[config.mk]
export PLATFORM = sky130hd
export DESIGN_NAME = ulpr_bank
export DESIGN_NICKNAME = d
export VERILOG_FILES = /design/src/rtl/ulpr_pkg.sv /design/src/rtl/ulpr_bank.sv /design/src/rtl/ulpr_ptr_reg.sv
export SDC_FILE = /design/constraint.sdc
export NUM_CORES = 1
export LEC_CHECK = 0
export ABC_AREA = 1
export BUFFER_PORTS_ARGS = -buffer_cell sky130_fd_sc_hd__buf_2
export CAP_MARGIN = 20
export CORE_MARGIN = 3
export CORE_UTILIZATION = 55
export DETAILED_ROUTE_END_ITERATION = 7
export PLACE_DENSITY_LB_ADDON = 0.1
export SETUP_SLACK_MARGIN = 0.3
export SYNTH_ARGS = -nofsm -noshare
export SYNTH_HDL_FRONTEND = slang
export SYNTH_SLANG_ARGS = --single-unit
[constraint.sdc]
create_clock -name hclk -period 3.5 [get_ports hclk]
set_input_delay 0.35 -clock hclk [delete_from_list [all_inputs] [get_ports hclk]]
set_output_delay 0.35 -clock hclk [all_outputs]
set_load 0.005 [all_outputs]
[src/rtl/ulpr_pkg.sv]
// Purpose : shared constants and carriers for the list pointer register bank
// Assumes : AHB-Lite slave, 32-bit single word transfers only
// Notes   : byte addresses are the full system addresses of the registers
package ulpr_pkg;

  // ---------------------------------------------------------------
  // register map
  // ---------------------------------------------------------------
  localparam logic [31:0] ADDR_COMM_AREA_BASE    = 32'hE000_7018;
  localparam logic [31:0] ADDR_PERIODIC_CURRENT  = 32'hE000_701C;
  localparam logic [31:0] ADDR_CONTROL_LIST_HEAD = 32'hE000_7020;

  // ---------------------------------------------------------------
  // field layout and reset values
  // ---------------------------------------------------------------
  localparam int          COMM_AREA_LOW_BITS  = 8;
  localparam int          DESCRIPTOR_LOW_BITS = 4;
  localparam logic [31:0] POINTER_RESET       = 32'h0000_0000;
  localparam logic [31:0] UNMAPPED_READ       = 32'h0000_0000;

  // ---------------------------------------------------------------
  // bus encodings
  // ---------------------------------------------------------------
  localparam logic [1:0]  HTRANS_IDLE   = 2'h0;
  localparam logic [1:0]  HTRANS_NONSEQ = 2'h2;
  localparam logic        HRESP_OKAY    = 1'h0;
  localparam logic        HREADY_DONE   = 1'h1;

  // ---------------------------------------------------------------
  // carriers between the bank and the list engine
  // ---------------------------------------------------------------
  typedef struct packed {
    logic        periodic_update;
    logic [31:0] periodic_value;
    logic        head_init_load;
    logic [31:0] head_init_value;
  } ulpr_engine_req_t;

  typedef struct packed {
    logic [31:0] comm_area_base_field;
    logic [31:0] periodic_current_pointer;
    logic [31:0] control_head_pointer;
  } ulpr_pointers_t;

  typedef struct packed {
    logic        valid;
    logic        write;
    logic [31:0] addr;
  } ulpr_bus_cmd_t;

endpackage

[src/rtl/ulpr_bank.sv]
// Purpose : memory pointer registers of a descriptor-list USB host controller
// Assumes : one clock hclk, AHB-Lite slave, list engine on the same clock
// Notes   : zero wait states; reads see a write whose data phase is in flight
//
// The AHB-Lite register port is this design's own decision.
`timescale 1ns/1ps

// What this block does
// - The low eight bits of the communication-area base always read as zero.
// - The base field is bits 31:8, resets to zero, software-writable, engine-read.
// - The periodic pointer is bits 31:4, resets to zero, read-only to software.
// - The engine reads the periodic pointer and updates it after each descriptor.
// - The control head is bits 31:4, resets to zero, software-writable, engine-read.
// - At initialisation the engine loads the control head from the shared area.
// - The shared area holds control structures and the interrupt table for both.
module ulpr_bank (
  // clock, reset, enable
  input  wire logic                       hclk,
  input  wire logic                       hresetn,
  input  wire logic                       clk_en,
  // ahb-lite slave
  input  wire logic                       hsel,
  input  wire logic [31:0]                haddr,
  input  wire logic [1:0]                 htrans,
  input  wire logic                       hwrite,
  input  wire logic [2:0]                 hsize,
  input  wire logic [31:0]                hwdata,
  input  wire logic                       hready,
  output logic      [31:0]                hrdata,
  output logic                            hreadyout,
  output logic                            hresp,
  // list engine
  input  wire ulpr_pkg::ulpr_engine_req_t engine_req,
  output ulpr_pkg::ulpr_pointers_t        pointers
);

  // ---------------------------------------------------------------
  // bus state
  // ---------------------------------------------------------------
  ulpr_pkg::ulpr_bus_cmd_t cmd_reg;
  ulpr_pkg::ulpr_bus_cmd_t cmd_next;
  logic [31:0]             hrdata_reg;
  logic [31:0]             hrdata_next;
  logic                    hreadyout_reg;
  logic                    hreadyout_next;
  logic                    hresp_reg;
  logic                    hresp_next;

  // ---------------------------------------------------------------
  // register table
  // ---------------------------------------------------------------
  // the index is shared by the storage, the decode and the read mux
  localparam int REG_COUNT    = 3;
  localparam int IDX_W        = 2;
  localparam int IDX_COMM     = 0;
  localparam int IDX_PERIODIC = 1;
  localparam int IDX_HEAD     = 2;

  localparam logic [31:0] REG_ADDR [REG_COUNT] = '{
    ulpr_pkg::ADDR_COMM_AREA_BASE,
    ulpr_pkg::ADDR_PERIODIC_CURRENT,
    ulpr_pkg::ADDR_CONTROL_LIST_HEAD
  };

  localparam int REG_LOW_BITS [REG_COUNT] = '{
    ulpr_pkg::COMM_AREA_LOW_BITS,
    ulpr_pkg::DESCRIPTOR_LOW_BITS,
    ulpr_pkg::DESCRIPTOR_LOW_BITS
  };

  // ---------------------------------------------------------------
  // decode and per-entry signals
  // ---------------------------------------------------------------
  logic                 addr_phase;
  logic                 rd_addr_phase;
  logic                 wr_data_phase;
  logic [REG_COUNT-1:0] addr_hit;
  logic [REG_COUNT-1:0] data_hit;
  logic                 addr_known;
  logic [IDX_W-1:0]     addr_idx;
  logic [REG_COUNT-1:0] sw_we;
  logic [REG_COUNT-1:0] hw_we;
  logic [31:0]          hw_wdata       [REG_COUNT];
  logic [31:0]          reg_value      [REG_COUNT];
  logic [31:0]          reg_value_next [REG_COUNT];

  // hsize is not checked: only whole words are ever issued to this bank
  assign addr_phase    = hsel && hready && (htrans == ulpr_pkg::HTRANS_NONSEQ);
  assign rd_addr_phase = addr_phase && !hwrite;
  assign wr_data_phase = cmd_reg.valid && cmd_reg.write;

  // ---------------------------------------------------------------
  // per-entry decode, write strobes and storage
  // ---------------------------------------------------------------
  genvar i;
  generate
    for (i = 0; i < REG_COUNT; i = i + 1) begin : g_entry
      // full address compare, so neighbouring registers never alias
      assign addr_hit[i] = (haddr == REG_ADDR[i]);
      assign data_hit[i] = (cmd_reg.addr == REG_ADDR[i]);

      // a write to the periodic pointer is accepted on the bus and dropped
      if (i == IDX_PERIODIC) begin : g_read_only
        assign sw_we[i] = 1'h0;
      end else begin : g_writable
        assign sw_we[i] = wr_data_phase && data_hit[i];
      end

      ulpr_ptr_reg #(
        .LOW_BITS (REG_LOW_BITS[i])
      ) u_ptr (
        .hclk       (hclk),
        .hresetn    (hresetn),
        .clk_en     (clk_en),
        .sw_we      (sw_we[i]),
        .sw_wdata   (hwdata),
        .hw_we      (hw_we[i]),
        .hw_wdata   (hw_wdata[i]),
        .value      (reg_value[i]),
        .value_next (reg_value_next[i])
      );
    end
  endgenerate

  // ---------------------------------------------------------------
  // read index
  // ---------------------------------------------------------------
  // at most one entry hits, so the last hit is the only hit
  always_comb begin
    addr_known = 1'h0;
    addr_idx   = '0;
    for (int n = 0; n < REG_COUNT; n++) begin
      if (addr_hit[n]) begin
        addr_known = 1'h1;
        addr_idx   = IDX_W'(n);
      end
    end
  end

  // ---------------------------------------------------------------
  // list engine requests
  // ---------------------------------------------------------------
  // the engine only reads the base; the init load of the head is the
  // engine fetching it from the shared area and beats a same-cycle
  // software write
  always_comb begin
    hw_we                  = '0;
    hw_wdata[IDX_COMM]     = ulpr_pkg::POINTER_RESET;
    hw_wdata[IDX_PERIODIC] = engine_req.periodic_value;
    hw_wdata[IDX_HEAD]     = engine_req.head_init_value;
    hw_we[IDX_PERIODIC]    = engine_req.periodic_update;
    hw_we[IDX_HEAD]        = engine_req.head_init_load;
  end

  // ---------------------------------------------------------------
  // bus next state
  // ---------------------------------------------------------------
  // read data is taken from the next values so a read right behind
  // a write already returns the written word
  always_comb begin
    cmd_next       = cmd_reg;
    hrdata_next    = hrdata_reg;
    hreadyout_next = hreadyout_reg;
    hresp_next     = hresp_reg;
    if (clk_en) begin
      hreadyout_next = ulpr_pkg::HREADY_DONE;
      hresp_next     = ulpr_pkg::HRESP_OKAY;
      if (hready) begin
        cmd_next.valid = addr_phase;
        cmd_next.write = hwrite;
        cmd_next.addr  = haddr;
      end
      if (rd_addr_phase) begin
        if (addr_known) begin
          hrdata_next = reg_value_next[addr_idx];
        end else begin
          hrdata_next = ulpr_pkg::UNMAPPED_READ;
        end
      end
    end
  end

  always_ff @(posedge hclk or negedge hresetn) begin
    if (!hresetn) begin
      cmd_reg       <= '0;
      hrdata_reg    <= ulpr_pkg::UNMAPPED_READ;
      hreadyout_reg <= ulpr_pkg::HREADY_DONE;
      hresp_reg     <= ulpr_pkg::HRESP_OKAY;
    end else begin
      cmd_reg       <= cmd_next;
      hrdata_reg    <= hrdata_next;
      hreadyout_reg <= hreadyout_next;
      hresp_reg     <= hresp_next;
    end
  end

  // ---------------------------------------------------------------
  // outputs
  // ---------------------------------------------------------------
  assign hrdata    = hrdata_reg;
  assign hreadyout = hreadyout_reg;
  assign hresp     = hresp_reg;

  // the engine walks the shared area and lists from these
  assign pointers.comm_area_base_field     = reg_value[IDX_COMM];
  assign pointers.periodic_current_pointer = reg_value[IDX_PERIODIC];
  assign pointers.control_head_pointer     = reg_value[IDX_HEAD];

endmodule

[src/rtl/ulpr_ptr_reg.sv]
// Purpose : one pointer register with forced-zero low bits
// Assumes : software and list engine writes arrive on the same clock
// Notes   : engine write wins over software write in the same cycle
`timescale 1ns/1ps

module ulpr_ptr_reg #(
  parameter int LOW_BITS = 4
) (
  // clock and reset
  input  wire logic        hclk,
  input  wire logic        hresetn,
  input  wire logic        clk_en,
  // software side
  input  wire logic        sw_we,
  input  wire logic [31:0] sw_wdata,
  // list engine side
  input  wire logic        hw_we,
  input  wire logic [31:0] hw_wdata,
  // stored value and the value it takes at the next edge
  output logic      [31:0] value,
  output logic      [31:0] value_next
);

  logic [31:0] value_reg;
  logic [31:0] keep_mask;

  // ---------------------------------------------------------------
  // per-bit mask: low bits never store anything
  // ---------------------------------------------------------------
  genvar b;
  generate
    for (b = 0; b < 32; b = b + 1) begin : g_mask
      assign keep_mask[b] = (b >= LOW_BITS);
    end
  endgenerate

  // ---------------------------------------------------------------
  // next value
  // ---------------------------------------------------------------
  always_comb begin
    value_next = value_reg;
    if (clk_en) begin
      if (hw_we) begin
        value_next = hw_wdata & keep_mask;
      end else if (sw_we) begin
        value_next = sw_wdata & keep_mask;
      end
    end
  end

  always_ff @(posedge hclk or negedge hresetn) begin
    if (!hresetn) begin
      value_reg <= ulpr_pkg::POINTER_RESET;
    end else begin
      value_reg <= value_next;
    end
  end

  assign value = value_reg;

endmodule
==> results.md <==
* Layout cells sized above 1 at 23.4%
* Peak per-stage delay on the critical path at 0.65 ns
* # Post-CTS Setup Buffers at 0
* Std cell rows at 44
* Syn. warnings at 0
* Endpoint class of the critical path: register
* ANT nets after route at 0
* Crit path DAT at 2.85 ns
* Vias in the first global route at 7891
* RSZ-0062 raised after global routing: no
* Die W at 128 um
* Final Hold Viols at 20
* Leak at 6.05 nW
* Via/cell ratio at 5.23
* Final Non-Filler Cells at 1583
* DR vias at 8277
* Die area at 16400 um^2
* Min Tclk post-route at 2.54 ns
* Drt drc at 0
* Worst VDD drop at 0.000345 V
* Asr flop ratio synth at 100%
* TritonCTS buffer count at 17
* Initial antenna violation count at 1
* Startpoint class of the critical path: register
* Synthesized area per cell at 7.12 um^2
* DR pass1 iterations at 6
* Max FO, Critical Path at 29
* Clock root cell: clkbuf_16
* Max Freq at 0.394 GHz
* Clock tree sinks at 162
* Cell mode on critical path: nand2_1
* Die Y at 128 um
* Slowest stage cell, crit path: nor2_2
* Routed wire per std cell at 15.7 um
* Clk slew on worst S/H paths at 0.06 ns
* Inst Count DP at 1553
* Final setup fails at 0
* Post-synth top area cell: dfrtp_1
* IO buf count at 253
* Initial Utilization at 56.3%
* CP delay by family, top: simple AND/OR/NAND/NOR gates
* Failing checks: negative hold slack
* Post-synth top cells: nand2_1 (523), dfrtp_1 (162), nand3_1 (140), nor2_1 (102), inv_1 (98)
* Synthesized flop and latch total at 162
* Final TNS setup at 0 ns
* CP cell instances: nor2_1 -> nand4_1 -> nor2_2 -> nand2_1 -> buf_4 -> nand2_1 -> nand2_1 -> nand2_1 -> nand2_1 -> nand3_1 -> nand2_1
* CP startpoint: cmd_reg[11]
* CP Class: register to register
* DP Worst Slack at 0.745 ns
* Top Ports at 271
* Largest net degree at the start of global routing at 83
* Drt total wl at 24.8 mm
* Setup slack after layout at 0.963 ns
* Primary FF master, synth: dfrtp_1
* Gr ovfl total at 0
* Largest register FFs at 96
* Max-slew headroom at 48.7%
* Skew final at 0.00776 ns
* Min-Delay Path Class: input pin to asynchronous set/reset pin
* Final Slew Violations at 0
* Power density cells at 455 nW/um^2
* Synth unique cells at 27
* Area contributors post-synth: dfrtp_1 (49%), nand2_1 (24%), nand3_1 (8.5%), nor2_1 (4.7%), inv_1 (4.5%)
* Hold slack final at -0.0256 ns
* CP Data Required Time at 3.81 ns
* DP Area at 9590 um^2
* Nets at 1529
* Mapped Area at 8220 um^2
* Htree depth at 4
* Syn_nets at 1296
* Hold Buf Count CTS at 0
* Post-synth EDFFs at 0
* Status: finished, violations left
* Tot GR Track Use at 30.4%
* Core area at 14600 um^2
* Final instance area at 10200 um^2
* Path depth of the worst reg2reg path at 11
* Quantity of gates resized following cts at 0
* Layout area overhead at 24.5%
* Mapped Cells at 1155
* Worst r2r src: cmd_reg[11]
* WP buf/inv at 1
* Initial DRC count at 612
* Placed wire-length estimate at 17.3 mm
* MaxCap Viol Count at 0
* Clock Latency Late Sink at 0.43 ns
* Count leader, synth: nand2_1
* Fin crit share at 72.5%
* Sequential area share after synthesis at 49.3%
* CTS max path bufs at 2
* Top-area cell type share of the netlist area at 49.3%
* CTS tree: built
* Routability cong. at 0.862
* Worst slew pin tran at 0.769 ns
* ANT cells at 0
* R2R setup slack at 0.96 ns
* Worst R2R End: hrdata[3]
* First-pass GRT wire length at 39.0 mm
==> layout make-up <==
class,count,area (um^2)
clock inverter,10,183
sequential,162,4050
fill,1256,4360
tap,184,230
clock buffer,20,457
inverter,102,383
multi-input combinational,833,3500
timing repair buffer,272,1430
==> stage by stage <==
step	total power [mW]	hold slack, ns	util [%]
after floorplan	2.37	0.0544	-
after global placement	2.64	0.454	65.7
after detailed placement	2.65	0.454	65.7
after CTS	4.67	0.000474	70.1
after global routing	4.85	0.0121	70.1
final	4.66	-0.0256	70.1
==> power breakdown <==
part | total [mW] | switching, mW | internal, mW | leakage (nW)
Sequential | 2.08 | 0.0799 | 2.00 | 2.08
Combinational | 0.539 | 0.325 | 0.215 | 3.66
Clock | 2.04 | 0.742 | 1.29 | 0.304
==> worst max path at each step <==
stage,cells past startpoint,to,slack (ns)
after floorplan,14,hrdata[17],1.83
after global placement,12,hrdata[8],0.76
after detailed placement,12,hrdata[8],0.75
after CTS,11,hrdata[5],1.01
after global routing,11,hrdata[3],0.80
final,11,hrdata[3],0.96
==> logic make-up after synthesis <==
family          count (synthesis)  synth area share, %
flops                         162                 49.3
other cells                     2               0.0914
simple gates                  783                 38.9
compound gates                 48                 3.49
buf+inv                       160                 8.15
==> worst register-to-register path, stage by stage (launching register included) <==
cell     delay, ns
dfrtp_1       0.38
nor2_1        0.14
nand4_1       0.23
nor2_2        0.65
nand2_1       0.10
buf_4         0.28
nand2_1       0.19
nand2_1       0.11
nand2_1       0.10
nand2_1       0.07
nand3_1       0.12
nand2_1       0.06
==> layer usage <==
layer	global-route usage [%]	part of all wire (%)
met3	8.08	8.7
met4	11.9	3.1
met2	50.1	48
met1	38.2	40
met5	0	0.052
==> cells in the final DEF (no fill, tap or decap), drive strengths merged <==
cell	netlist	routed
nand2	527	527
buf	33	272
dfrtp	162	162
nand3	142	142
nor2	106	106
inv	101	100
a21oi	26	26
clkbuf	25	20
o21ai	17	17
bufinv	0	5
nand4	4	4
o211ai	4	4
clkinv	1	4
clkinvlp	0	3
or2	2	2
conb	2	2
nor3	2	2
a21boi	1	1
Power figures use the tool's default switching activity.
